### src/include/fpfs_pkg.sv
// Purpose: shared constants and types of the flag, shadow and subtract block
// Assumes: 32-bit classic Wishbone register bus, byte addresses
// Notes:   instruction word is {high word, low word} in one 32-bit write
package fpfs_pkg;
  // register map, byte offsets
  localparam logic [7:0] OFS_INSN    = 8'h00;
  localparam logic [7:0] OFS_STATUS  = 8'h04;
  localparam logic [7:0] OFS_SHD_STS = 8'h08;
  localparam logic [7:0] OFS_IRQ_STS = 8'h0C;
  localparam logic [7:0] OFS_IRQ_MSK = 8'h10;
  localparam logic [2:0] FREG_PAGE   = 3'h1;
  localparam logic [2:0] SHD_PAGE    = 3'h2;
  localparam int         PAGE_HI     = 7;
  localparam int         PAGE_LO     = 5;
  localparam int         IDX_HI      = 4;
  localparam int         IDX_LO      = 2;
  // status register layout
  localparam int FLG_W      = 11;
  localparam int B_ROUND    = 9;
  localparam int B_TEST     = 6;
  localparam int B_INT_ZERO = 5;
  localparam int B_INT_NEG  = 4;
  localparam int B_FLT_ZERO = 3;
  localparam int B_FLT_NEG  = 2;
  localparam int B_UNDER    = 1;
  localparam int B_OVER     = 0;
  localparam int B_SHADOW   = 31;
  localparam logic [FLG_W-1:0] FLG_LIVE = 11'h27F;
  localparam logic [31:0] STATUS_RST = 32'h0000_0000;
  localparam logic [31:0] FREG_RST   = 32'h0000_0000;
  // instruction decode
  localparam logic [9:0]  OPC_FLAG  = 10'b1110011000;
  localparam logic [9:0]  OPC_SAVE  = 10'b1110011001;
  localparam logic [9:0]  OPC_SUBI  = 10'b1110100011;
  localparam logic [15:0] OPC_SUBR  = 16'hE720;
  localparam logic [6:0]  SUBR_ZERO = 7'h00;
  // interrupt status bits
  localparam int IRQ_W     = 3;
  localparam int IRQ_UNDER = 0;
  localparam int IRQ_OVER  = 1;
  localparam int IRQ_SAVE  = 2;
  // single-precision fields
  localparam int FP_SIGN   = 31;
  localparam int FP_EXP_HI = 30;
  localparam int FP_EXP_LO = 23;
  localparam logic [7:0] FP_EXP_MAX = 8'hFF;
  typedef enum logic [4:0] {
    OP_NONE = 5'b00001,
    OP_FLAG = 5'b00010,
    OP_SAVE = 5'b00100,
    OP_SUBR = 5'b01000,
    OP_SUBI = 5'b10000
  } fpfs_op_t;
endpackage

### src/include/fpfs_sub_if.sv
`timescale 1ns/1ps
// Purpose: carrier between the control core and the subtract unit
// Assumes: one clock domain
// Notes:   result and flags are valid for one cycle with valid
interface fpfs_sub_if;
  logic        start;
  logic [31:0] opa;
  logic [31:0] opb;
  logic        round_near;
  logic [31:0] result;
  logic        valid;
  logic        underflow;
  logic        overflow;
  modport client (output start, opa, opb, round_near,
                  input  result, valid, underflow, overflow);
  modport unit   (input  start, opa, opb, round_near,
                  output result, valid, underflow, overflow);
endinterface

### src/logic/fpfs_flag_merge.sv
`timescale 1ns/1ps
// Purpose: masked set or clear of the status flags
// Assumes: mask and value share the status bit layout
// Notes:   purely combinational
module fpfs_flag_merge
  import fpfs_pkg::*;
(
  // flags in and out
  input  wire logic [FLG_W-1:0] flags_i,
  input  wire logic [FLG_W-1:0] mask_i,
  input  wire logic [FLG_W-1:0] value_i,
  output logic      [FLG_W-1:0] flags_o
);
  for (genvar i = 0; i < FLG_W; i++) begin : g_bit
    // reserved positions never change
    if (FLG_LIVE[i]) begin : g_live
      assign flags_o[i] = mask_i[i] ? value_i[i] : flags_i[i];
    end else begin : g_rsvd
      assign flags_o[i] = flags_i[i];
    end
  end
endmodule // fpfs_flag_merge

### src/logic/fpfs_fsub.sv
`timescale 1ns/1ps
// Purpose: single-precision subtract, registered operand stage, combinational result
// Assumes: denormal inputs read as zero, no special case for inf or nan
// Notes:   truncates unless round_near, then adds the guard bit
module fpfs_fsub
  import fpfs_pkg::*;
(
  // clock and reset
  input  wire logic clk_i,
  input  wire logic rst_i,
  // request and result
  fpfs_sub_if.unit  sub
);
  logic        go_reg,  go_next;
  logic        rn_reg,  rn_next;
  logic [31:0] a_reg,   a_next;
  logic [31:0] b_reg,   b_next;

  always_comb begin
    go_next = sub.start;
    rn_next = sub.start ? sub.round_near : rn_reg;
    a_next  = sub.start ? sub.opa : a_reg;
    b_next  = sub.start ? sub.opb : b_reg;
  end

  always_ff @(posedge clk_i) begin
    if (rst_i) begin
      go_reg <= 1'b0;
      rn_reg <= 1'b0;
      a_reg  <= FREG_RST;
      b_reg  <= FREG_RST;
    end else begin
      go_reg <= go_next;
      rn_reg <= rn_next;
      a_reg  <= a_next;
      b_reg  <= b_next;
    end
  end

  always_comb begin
    logic [31:0] x, y, rnd;
    logic [26:0] mx, my, nm;
    logic [27:0] sum;
    logic [7:0]  d;
    logic [4:0]  lz;
    logic [9:0]  e;
    sum = 28'h0;
    e   = 10'h0;
    nm  = 27'h0;
    x = a_reg;
    y = {~b_reg[FP_SIGN], b_reg[FP_SIGN-1:0]};
    // larger magnitude first keeps the difference non-negative
    if (y[FP_SIGN-1:0] > x[FP_SIGN-1:0]) begin
      x = y;
      y = a_reg;
    end
    mx = (x[FP_EXP_HI:FP_EXP_LO] == 8'h00) ? 27'h0 : {1'b1, x[FP_EXP_LO-1:0], 3'b000};
    my = (y[FP_EXP_HI:FP_EXP_LO] == 8'h00) ? 27'h0 : {1'b1, y[FP_EXP_LO-1:0], 3'b000};
    d  = x[FP_EXP_HI:FP_EXP_LO] - y[FP_EXP_HI:FP_EXP_LO];
    my = (d > 8'd26) ? 27'h0 : (my >> d);
    if (x[FP_SIGN] == y[FP_SIGN]) sum = {1'b0, mx} + {1'b0, my};
    else sum = {1'b0, mx} - {1'b0, my};
    lz = 5'd0;
    for (int i = 0; i < 27; i++) begin
      if (sum[i]) lz = 5'(26 - i);
    end
    if (sum[27]) begin
      nm = sum[27:1];
      e  = {2'b00, x[FP_EXP_HI:FP_EXP_LO]} + 10'd1;
    end else begin
      nm = 27'(sum[26:0] << lz);
      e  = {2'b00, x[FP_EXP_HI:FP_EXP_LO]} - {5'b0, lz};
    end
    rnd = {x[FP_SIGN], e[7:0], nm[25:3]} + {31'h0, rn_reg & nm[2]};
    sub.underflow = 1'b0;
    sub.overflow  = 1'b0;
    if (sum == 28'h0) begin
      sub.result = 32'h0;
    end else if (e[9] || e == 10'h0) begin
      sub.result    = {x[FP_SIGN], 31'h0};
      sub.underflow = go_reg;
    end else if (e >= {2'b00, FP_EXP_MAX} || rnd[FP_EXP_HI:FP_EXP_LO] == FP_EXP_MAX) begin
      sub.result   = {x[FP_SIGN], FP_EXP_MAX, 23'h0};
      sub.overflow = go_reg;
    end else begin
      sub.result = rnd;
    end
  end

  assign sub.valid = go_reg;

endmodule // fpfs_fsub

### src/logic/fpfs_top.sv
`timescale 1ns/1ps
// Purpose: float unit slice - flag write, shadow store and subtract
// Assumes: instructions arrive as register writes over classic Wishbone
// Notes:   one clock, synchronous active-high reset
module fpfs_top
  import fpfs_pkg::*;
(
  // clock and reset
  input  wire logic        clk_i,
  input  wire logic        rst_i,
  // wishbone slave
  input  wire logic [7:0]  adr_i,
  input  wire logic [31:0] dat_i,
  input  wire logic [3:0]  sel_i,
  input  wire logic        we_i,
  input  wire logic        cyc_i,
  input  wire logic        stb_i,
  output logic      [31:0] dat_o,
  output logic             ack_o,
  // status view and interrupt
  output logic      [31:0] status_o,
  output logic             irq_o
);
  localparam int NREG = 8;

  fpfs_sub_if sub ();

  logic [31:0]      freg_reg   [NREG];
  logic [31:0]      freg_next  [NREG];
  logic [31:0]      shadow_reg [NREG];
  logic [31:0]      shadow_next[NREG];
  logic [31:0]      status_reg,  status_next;
  logic [31:0]      shd_sts_reg, shd_sts_next;
  logic [31:0]      insn_reg,    insn_next;
  logic [IRQ_W-1:0] irq_sts_reg, irq_sts_next;
  logic [IRQ_W-1:0] irq_msk_reg, irq_msk_next;
  logic [2:0]       dest_reg,    dest_next;
  logic [31:0]      rdata_reg,   rdata_next;
  logic             ack_reg,     ack_next;

  logic             req;
  logic             wr;
  logic [31:0]      wmask;
  logic [2:0]       idx;
  logic [2:0]       page;
  logic             issue;
  fpfs_op_t         op;
  logic [15:0]      lo_w;
  logic [15:0]      hi_w;
  logic [FLG_W-1:0] flg_mask;
  logic [FLG_W-1:0] flg_value;
  logic [FLG_W-1:0] flg_merged;
  logic [IRQ_W-1:0] irq_event;

  // bus decode
  assign req  = cyc_i & stb_i;
  // writes land on the edge where the master sees ack
  assign wr   = req & we_i & ack_reg;
  assign idx  = adr_i[IDX_HI:IDX_LO];
  assign page = adr_i[PAGE_HI:PAGE_LO];
  assign wmask = {{8{sel_i[3]}}, {8{sel_i[2]}}, {8{sel_i[1]}}, {8{sel_i[0]}}};
  // a partial write cannot form a whole instruction, so it is ignored
  assign issue = wr & (adr_i == OFS_INSN) & (sel_i == 4'hF);

  // instruction decode
  assign lo_w = dat_i[15:0];
  assign hi_w = dat_i[31:16];

  always_comb begin
    op = OP_NONE;
    if (issue) begin
      if (lo_w[15:6] == OPC_FLAG) begin
        op = OP_FLAG;
      end else if (lo_w[15:6] == OPC_SAVE) begin
        op = OP_SAVE;
      end else if (lo_w == OPC_SUBR && hi_w[15:9] == SUBR_ZERO) begin
        op = OP_SUBR;
      end else if (lo_w[15:6] == OPC_SUBI) begin
        op = OP_SUBI;
      end
    end
  end

  // mask low bits from the low word, high bits from the high word
  assign flg_mask  = {hi_w[15:11], lo_w[5:0]};
  assign flg_value = hi_w[10:0];

  fpfs_flag_merge u_merge (
    .flags_i (status_reg[FLG_W-1:0]),
    .mask_i  (flg_mask),
    .value_i (flg_value),
    .flags_o (flg_merged)
  );

  // subtract launch
  always_comb begin
    sub.start      = 1'b0;
    sub.opa        = freg_reg[hi_w[5:3]];
    sub.opb        = freg_reg[hi_w[8:6]];
    sub.round_near = status_reg[B_ROUND];
    if (op == OP_SUBR) begin
      sub.start = 1'b1;
    end else if (op == OP_SUBI) begin
      sub.start = 1'b1;
      sub.opa   = {hi_w, 16'h0000};
      sub.opb   = freg_reg[lo_w[5:3]];
    end
  end

  fpfs_fsub u_fsub (
    .clk_i (clk_i),
    .rst_i (rst_i),
    .sub   (sub)
  );

  always_comb begin
    dest_next = dest_reg;
    if (op == OP_SUBR) begin
      dest_next = hi_w[2:0];
    end else if (op == OP_SUBI) begin
      dest_next = lo_w[2:0];
    end
  end

  // working register file
  always_comb begin
    freg_next = freg_reg;
    if (wr && page == FREG_PAGE) begin
      freg_next[idx] = (freg_reg[idx] & ~wmask) | (dat_i & wmask);
    end
    // writeback wins; a clashing bus write is a program fault
    if (sub.valid) begin
      freg_next[dest_reg] = sub.result;
    end
  end

  // shadow set captures current values, before this edge's updates
  always_comb begin
    shadow_next  = shadow_reg;
    shd_sts_next = shd_sts_reg;
    if (op == OP_SAVE) begin
      shadow_next  = freg_reg;
      shd_sts_next = status_reg;
    end
  end

  // status register
  always_comb begin
    status_next = status_reg;
    if (op == OP_FLAG || op == OP_SAVE) begin
      status_next[FLG_W-1:0] = flg_merged;
    end
    if (op == OP_SAVE) begin
      status_next[B_SHADOW] = 1'b1;
    end
    // latched flags only ever set here, so a same-edge flag write loses
    if (sub.underflow) begin
      status_next[B_UNDER] = 1'b1;
    end
    if (sub.overflow) begin
      status_next[B_OVER] = 1'b1;
    end
  end

  always_comb begin
    insn_next = insn_reg;
    if (issue) begin
      insn_next = dat_i;
    end
  end

  // interrupt status, write one to clear, new event beats the clear
  always_comb begin
    irq_event            = '0;
    irq_event[IRQ_UNDER] = sub.underflow;
    irq_event[IRQ_OVER]  = sub.overflow;
    irq_event[IRQ_SAVE]  = (op == OP_SAVE);
    irq_sts_next = irq_sts_reg;
    irq_msk_next = irq_msk_reg;
    if (wr && adr_i == OFS_IRQ_STS) begin
      irq_sts_next = irq_sts_reg & ~(dat_i[IRQ_W-1:0] & wmask[IRQ_W-1:0]);
    end else if (wr && adr_i == OFS_IRQ_MSK) begin
      irq_msk_next = (irq_msk_reg & ~wmask[IRQ_W-1:0])
                   | (dat_i[IRQ_W-1:0] & wmask[IRQ_W-1:0]);
    end
    irq_sts_next = irq_sts_next | irq_event;
  end

  // ack one cycle after the request, then drop for a cycle
  always_comb begin
    ack_next   = req & ~ack_reg;
    rdata_next = rdata_reg;
    if (req && !ack_reg) begin
      if (adr_i == OFS_INSN) begin
        rdata_next = insn_reg;
      end else if (adr_i == OFS_STATUS) begin
        rdata_next = status_reg;
      end else if (adr_i == OFS_SHD_STS) begin
        rdata_next = shd_sts_reg;
      end else if (adr_i == OFS_IRQ_STS) begin
        rdata_next = {{(32-IRQ_W){1'b0}}, irq_sts_reg};
      end else if (adr_i == OFS_IRQ_MSK) begin
        rdata_next = {{(32-IRQ_W){1'b0}}, irq_msk_reg};
      end else if (page == FREG_PAGE) begin
        rdata_next = freg_reg[idx];
      end else if (page == SHD_PAGE) begin
        rdata_next = shadow_reg[idx];
      end else begin
        // unmapped reads answer zero, writes are dropped
        rdata_next = 32'h0;
      end
    end
  end

  always_ff @(posedge clk_i) begin
    if (rst_i) begin
      for (int i = 0; i < NREG; i++) begin
        freg_reg[i]   <= FREG_RST;
        shadow_reg[i] <= FREG_RST;
      end
      status_reg  <= STATUS_RST;
      shd_sts_reg <= STATUS_RST;
      insn_reg    <= 32'h0;
      irq_sts_reg <= '0;
      irq_msk_reg <= '0;
      dest_reg    <= 3'h0;
      rdata_reg   <= 32'h0;
      ack_reg     <= 1'b0;
    end else begin
      freg_reg    <= freg_next;
      shadow_reg  <= shadow_next;
      status_reg  <= status_next;
      shd_sts_reg <= shd_sts_next;
      insn_reg    <= insn_next;
      irq_sts_reg <= irq_sts_next;
      irq_msk_reg <= irq_msk_next;
      dest_reg    <= dest_next;
      rdata_reg   <= rdata_next;
      ack_reg     <= ack_next;
    end
  end

  assign dat_o    = rdata_reg;
  assign ack_o    = ack_reg;
  assign status_o = status_reg;
  assign irq_o    = |(irq_sts_reg & irq_msk_reg);

endmodule // fpfs_top

### config.mk
export PLATFORM = sky130hd
export DESIGN_NAME = fpfs_top
export DESIGN_NICKNAME = d
export VERILOG_FILES = /design/src/include/fpfs_pkg.sv /design/src/include/fpfs_sub_if.sv /design/src/logic/fpfs_flag_merge.sv /design/src/logic/fpfs_fsub.sv /design/src/logic/fpfs_top.sv
export SDC_FILE = /design/constraint.sdc
export NUM_CORES = 2
export LEC_CHECK = 0
export BUFFER_PORTS_ARGS = -buffer_cell sky130_fd_sc_hd__buf_2
export CAP_MARGIN = 0
export CORE_MARGIN = 2
export CORE_UTILIZATION = 60
export CTS_CLUSTER_DIAMETER = 150
export DETAILED_ROUTE_END_ITERATION = 8
export PLACE_DENSITY = 0.77
export SETUP_SLACK_MARGIN = 0.05
export SLEW_MARGIN = 20
export SYNTH_ARGS = -nofsm -noshare
export SYNTH_HDL_FRONTEND = slang
export SYNTH_HIERARCHICAL = 1
export SYNTH_SLANG_ARGS = --single-unit
### constraint.sdc
create_clock -name clk_i -period 26.2 [get_ports clk_i]
set_clock_uncertainty 0.2 [all_clocks]
set_input_delay 1.31 -clock clk_i [delete_from_list [all_inputs] [get_ports clk_i]]
set_output_delay 1.31 -clock clk_i [all_outputs]
set_load 0.05 [all_outputs]
Yosys cells after proc, flatten, opt, wreduce, memory -nomap -nowiden
Cells that the tools add are included.
{ "classes": {"n_eq_ne": 17, "muxes": 92, "add_sub_neg": 6, "n_bitwise": 27, "shift": 2, "n_reduce_logical": 32, "order_cmp": 10} }
{ "ops": {"columns": ["cell", "count"], "rows": [
  ["32-bit 2-to-1 mux", 28],
  ["256-bit bitwise mux", 2],
  ["256-bit 2-to-1 mux", 2],
  ["32-bit binary-select mux with 3-bit select", 5],
  ["32-bit demux with 3-bit select", 2],
  ["5-bit 2-to-1 mux", 32],
  ["27-bit 2-to-1 mux", 3],
  ["32-bit bitwise AND", 2],
  ["32-bit by 1-bit adder with 32-bit output", 1],
  ["32-bit NOT", 1],
  ["32-bit OR", 1],
  ["31-bit > comparator", 1],
  ["10-bit equality test (second input constant)", 3],
  ["27-bit by 27-bit adder with 28-bit output", 1],
  ["28-bit logical NOT", 1],
  ["28-bit 2-to-1 mux", 1],
  ["27-bit by 27-bit subtractor with 28-bit output", 1],
  ["27-bit by 5-bit << shifter with 26-bit output", 1],
  ["27-bit by 8-bit right shift with 27-bit output", 1],
  ["26-bit 2-to-1 mux", 1],
  ["8-bit logical NOT", 3],
  ["4-bit greater-or-equal comparator (second input constant)", 5],
  ["3-bit NOT with 4-bit output", 5],
  ["2-bit AND reduction", 9],
  ["other kinds (35)", 74]
]} }
{ "word_totals": {"inputBits": 49, "wordCells": 222, "out_inout_bits": 66, "reg_bits": 670} }

Logic depth before layout (Yosys ltp)
{ "depth": {"depth_word": 46, "depth_mapped": 72, "ltp_nobuf": 57} }

By module
The synthesis kept the hierarchy.
{ "by_module_without_submodules": {"columns": ["mod", "area_per_inst_um2", "cells_each", "n_inst", "seq_area_each_um2"], "rows": [
  ["fpfs_top", 34748.3, 4116, 1, 12211.7],
  ["fpfs_fsub", 13090.1, 1883, 1, 1321.3],
  ["fpfs_flag_merge", 142.6, 11, 1, 0.0]
]} }

Worst setup path after synthesis
OpenSTA, ideal clock, no wires.
{ "synth_timing": {"path_kind": "reg-to-reg", "start": "register u_fsub.a_reg[25]", "end": "register freg_reg[176] (netlist name)", "setup_slack_ns": 12.637, "t_arrival_ns": 13.272, "stages_incl_launch_ff": 63, "required_time_ns": 25.909, "period_less_slack_ns": 13.563, "path_cell_list": "dfxtp_1 -> inv_1 -> ha_1 -> and4_1 -> and2_4 -> a32o_1 -> o21ai_1 -> buf_4 -> nand2_1 -> buf_4 -> buf_4 -> buf_1 -> clkbuf_1 -> mux2i_1 -> ha_1 -> clkbuf_1 -> buf_1 -> clkbuf_1 -> [... 27 more ...] -> clkbuf_1 -> clkbuf_1 -> ha_1 -> a21oi_1 -> nor2_1 -> nor2_1 -> nor2b_1 -> or3_1 -> mux2i_1 -> xor2_1 -> nor2_1 -> a31oi_1 -> a21boi_4 -> buf_4 -> nor4_1 -> buf_1 -> nor2_1 -> a311oi_1"} }
{ "synth_between": {"elab_chain_cells": 46} }
{ "synth_rtl": {"columns": ["element", "line_no", "text"], "rows": [
  ["from (decl)", "fpfs_fsub.sv:16", "logic [31:0] a_reg, a_next;"],
  ["from (signal assigned)", "fpfs_fsub.sv:35", "a_reg <= a_next;"],
  ["branches (longest 43 deep; another with 31-bit > comparator)", null, null],
  ["32-bit 2-to-1 mux *", "fpfs_fsub.sv:77", "if (sum == 28'h0) begin"],
  ["named net sub.result[16]", "fpfs_sub_if.sv:10", "logic [31:0] result;"],
  ["256-bit bitwise mux *", "fpfs_top.sv:133", "freg_next[dest_reg] = sub.result;"],
  ["256-bit 2-to-1 mux *", "fpfs_top.sv:132", "if (sub.valid) begin"],
  ["to (signal assigned)", "fpfs_top.sv:230", "freg_reg <= freg_next;"],
  ["to (decl)", "fpfs_top.sv:28", "logic [31:0] freg_reg [NREG];"]
]} }
Mark *: on every way through the listed nets, which the timed path passes.
A chain may end at the register's enable or synchronous reset.

Final worst setup path
{ "layout_timing": {"start": "register u_fsub.a_reg[23]", "end": "register freg_reg[152] (netlist name)"} }
The elaborated chain is that of the path after synthesis.

==> results.sh <==
export IMPL_grt_pass1_wl_um=291000
export IMPL_synth_top_area_share_pct=28.2
export IMPL_track_usage_pct=46.6
export IMPL_num_fill_cells=6660
export IMPL_status="finished clean"
export IMPL_gp_congestion=0.999
export IMPL_cts_resized=0
export IMPL_cts_sinks=676
export IMPL_maxSlewHeadroom_pct=5.25
export IMPL_area_delta_synth_final_pct=6.68
export IMPL_crit_path_start_kind="register"
export IMPL_insertion_delay_ns=0.64
export IMPL_synth_ff_type="dfxtp_1"
export IMPL_totalWireLength_um=198000
export IMPL_min_from="shadow_reg[27]"
export IMPL_crit_fanout=63
export IMPL_grt_remaining_overflow=0
export IMPL_drtIter0Drc=8222
export IMPL_tns_ns=0
export IMPL_worst_ir_drop_vdd_mv=0.0638
export IMPL_fin_cells=6880
export IMPL_rows=103
export IMPL_pre_cts_ws_ns=9.00
export IMPL_fin_nets=5887
export IMPL_critPathCaptureType="register"
export IMPL_first_global_vias=45732
export IMPL_p_leak_nw=18.5
export IMPL_fmax_ghz=0.0552
export IMPL_setup_viol=0
export IMPL_synth_seq_cells=676
export IMPL_htree_num_levels=3
export IMPL_routed_via_count=49974
export IMPL_whs_endpoint="shadow_reg[27]"
export IMPL_r2r_start="u_fsub/a_reg[23]"
export IMPL_rsz0062_at_grt="no"
export IMPL_seq_area_sq_um=13500
export IMPL_clockBufferDepth=3
export IMPL_hold_class="register to register"
export IMPL_drc=0
export IMPL_start_util_pct=60.6
export IMPL_avgSynthCellArea_sq_um=7.98
export IMPL_drive_gt1_share_pct=14.1
export IMPL_post_route_period_util_pct=69.2
export IMPL_synth_cell_types=122
export IMPL_dp_cells=6742
export IMPL_worst_ep_required_time_ns=26.53
export IMPL_cellPowerDensity_nw_per_um2=44.7
export IMPL_yosys_warnings=6
export IMPL_fp_dieH_um=287
export IMPL_final_hold_viol_count=0
export IMPL_syn_area_sq_um=48000
export IMPL_slew_viol_final=0
export IMPL_core_sq_um=79100
export IMPL_dieArea_sq_um=82200
export IMPL_crit_buf_inv=6
export IMPL_grt_max_degree=146
export IMPL_final_min_clock_period_ns=18.12
export IMPL_root_buffer="clkbuf_16"
export IMPL_clk_pin_slew_ns=0.06
export IMPL_crit_arrival_ns=18.45
export IMPL_fin_total_pwr_mw=2.29
export IMPL_hold_buffers=0
export IMPL_hold_depth=2
export IMPL_critical_path_top_delay_family="compound AO/OA/AOI/OAI gates"
export IMPL_slowest_stage="a21oi_1"
export IMPL_layout_setup_ws_ns=8.08
export IMPL_regToRegSetupSlack_ns=8.08
export IMPL_cts_tree="done"
export IMPL_maxCapViolations=0
export IMPL_cts_setup_buffers=0
export IMPL_yosysTopAreaCell="dfxtp_1"
export IMPL_antenna_found_initial=13
export IMPL_worstMarginPinSlew_ns=1.41
export IMPL_final_antenna_net_count=0
export IMPL_cpPeakStageDelay_ns=1.29
export IMPL_io_pins=115
export IMPL_multi_input_area_sq_um=32000
export IMPL_cts_made_buffers=74
export IMPL_wire_per_inst_um=28.7
export IMPL_dp_hpwl_um=128000
export IMPL_synth_area_leaders="dfxtp_1, mux4_2, nand2_1, a21oi_1, mux2i_1"
export IMPL_r2r_cells=53
export IMPL_drt_pass1_iter_count=7
export IMPL_synth_edf_count=0
export IMPL_async_reset_ff_share_pct=0
export IMPL_die_w_um=287
export IMPL_synthCells=6010
export IMPL_yosysSeqAreaShare_pct=28.2
export IMPL_portBuffers=94
export IMPL_holdWs_ns=0.251
export IMPL_via_per_inst=7.26
export IMPL_worst_setup_path_type="register to register"
export IMPL_r2r_end="freg_reg[152]"
cell type report:
type                       count  area share [%]
multi-input combinational   4709            62.6
sequential                   676            26.4
clock buffer                 107            4.34
timing repair buffer         218            2.86
tap                         1050            2.57
inverter                      91           0.667
clock inverter                24           0.523
antenna                        5          0.0244
layout by cell type, fill, tap and decap left out, types with 13 or more instances in the layout:
master and count:
xnor2_1 41, nor2_4 13, conb_1 20, nand4_1 35
nor2_1 558, clkbuf_8 18, buf_2 87, nor4_1 38
nand2_1 1323, mux2_2 53, and3_1 18, mux4_2 312
and2_1 22, and4_1 14, a21oi_1 746, nand3_1 51
buf_4 124, o22ai_1 30, clkbuf_16 77, o21ai_0 165
dfxtp_1 676, nor2b_1 60, mux2i_1 237, or3_1 24
ha_1 64, a21o_1 20, a211oi_1 283, nand2b_1 27
xor2_1 25, inv_1 84, o211ai_1 42, o21ai_1 17
nor3_1 93, a31oi_1 29, a221o_1 24, o221ai_1 13
a311oi_1 41
per-stage QoR:
| step | utilization (%) | area (sq um) |
|---|---|---|
| 2_1_floorplan | - | 48100 |
| 3_3_place_gp | 61.5 | 48600 |
| 3_5_place_dp | 61.5 | 48600 |
| 4_1_cts | 64.6 | 51100 |
| 5_1_grt | 64.7 | 51200 |
| 6_report | 64.7 | 51200 |
worst register-to-register path, delay by kind of cell (launching register included):
kind                       cells  cell delay (ns)
buffers and inverters          6             1.65
DFF                            1             0.42
muxes                          1             0.16
AOI/OAI and AO/OA             19             8.22
and+or+nand+nor               19             4.98
adders and majority gates      6             1.77
xor gates and xnor gates       2             0.64
kinds of logic after synthesis:
kind of cell	synth area share, %
adder cells (fa/ha/maj)	1.80
buffers and inverters	5.69
XOR/XNOR	1.38
AND/OR/NAND/NOR	21.1
AO/OA/AOI/OAI	20.7
other	0.00782
multiplexers	21.1
flip-flops	28.2
worst max-delay path by stage:
stage,startpoint,endpoint,slack (ns),depth (start not counted)
final,u_fsub/a_reg[23],freg_reg[152],8.08,53
after global placement,u_fsub/a_reg[23],freg_reg[177],8.52,53
after global routing,u_fsub/a_reg[23],freg_reg[187],7.31,53
after floorplan,u_fsub/a_reg[25],freg_reg[176],12.64,62
after CTS,u_fsub/a_reg[23],freg_reg[242],8.90,53
after detailed placement,u_fsub/a_reg[23],freg_reg[242],9.00,53
routing by layer:
| layer | up-vias | wire length (um) | global-route usage, % |
|---|---|---|---|
| met2 | 4282 | 76400 | 62.5 |
| li1 | 21203 | - | - |
| met5 | - | 373 | 1.05 |
| met1 | 23379 | 71500 | 62.2 |
| met4 | 22 | 16200 | 29.7 |
| met3 | 1088 | 33100 | 17.8 |
power breakdown:
part	internal (mW)	leakage [nW]	switching (mW)	total, mW
sequential	1.03	5.45	0.00189	1.03
combinational	0.0402	11.8	0.120	0.160
clock	0.638	1.23	0.459	1.10
total	1.71	18.5	0.581	2.29
Yosys cell counts (10+ instances only):
| cell type | n |
|---|---|
| dfxtp_1 | 676 |
| nor4_1 | 42 |
| and2_1 | 23 |
| o211ai_1 | 42 |
| clkbuf_1 | 363 |
| ha_1 | 66 |
| and4_1 | 14 |
| mux2i_1 | 237 |
| a221o_1 | 24 |
| o21ai_0 | 167 |
| nor3_1 | 97 |
| xnor2_1 | 41 |
| xor2_1 | 26 |
| nor2b_1 | 60 |
| a21oi_1 | 748 |
| a31oi_1 | 29 |
| a311oi_1 | 43 |
| a21o_1 | 21 |
| a211oi_1 | 283 |
| o2111ai_1 | 12 |
| o22ai_1 | 30 |
| o21ai_1 | 15 |
| buf_2 | 53 |
| a211o_1 | 10 |
| buf_1 | 77 |
| mux4_2 | 312 |
| o221ai_1 | 13 |
| inv_1 | 85 |
| nor2_1 | 572 |
| nand4_1 | 35 |
| o21a_1 | 12 |
| nand2b_1 | 27 |
| nand2_1 | 1325 |
| buf_4 | 54 |
| nand3_1 | 54 |
| mux2_2 | 53 |
| or3_1 | 25 |
| and3_1 | 18 |
No activity file was read; power rests on OpenSTA's default activity.
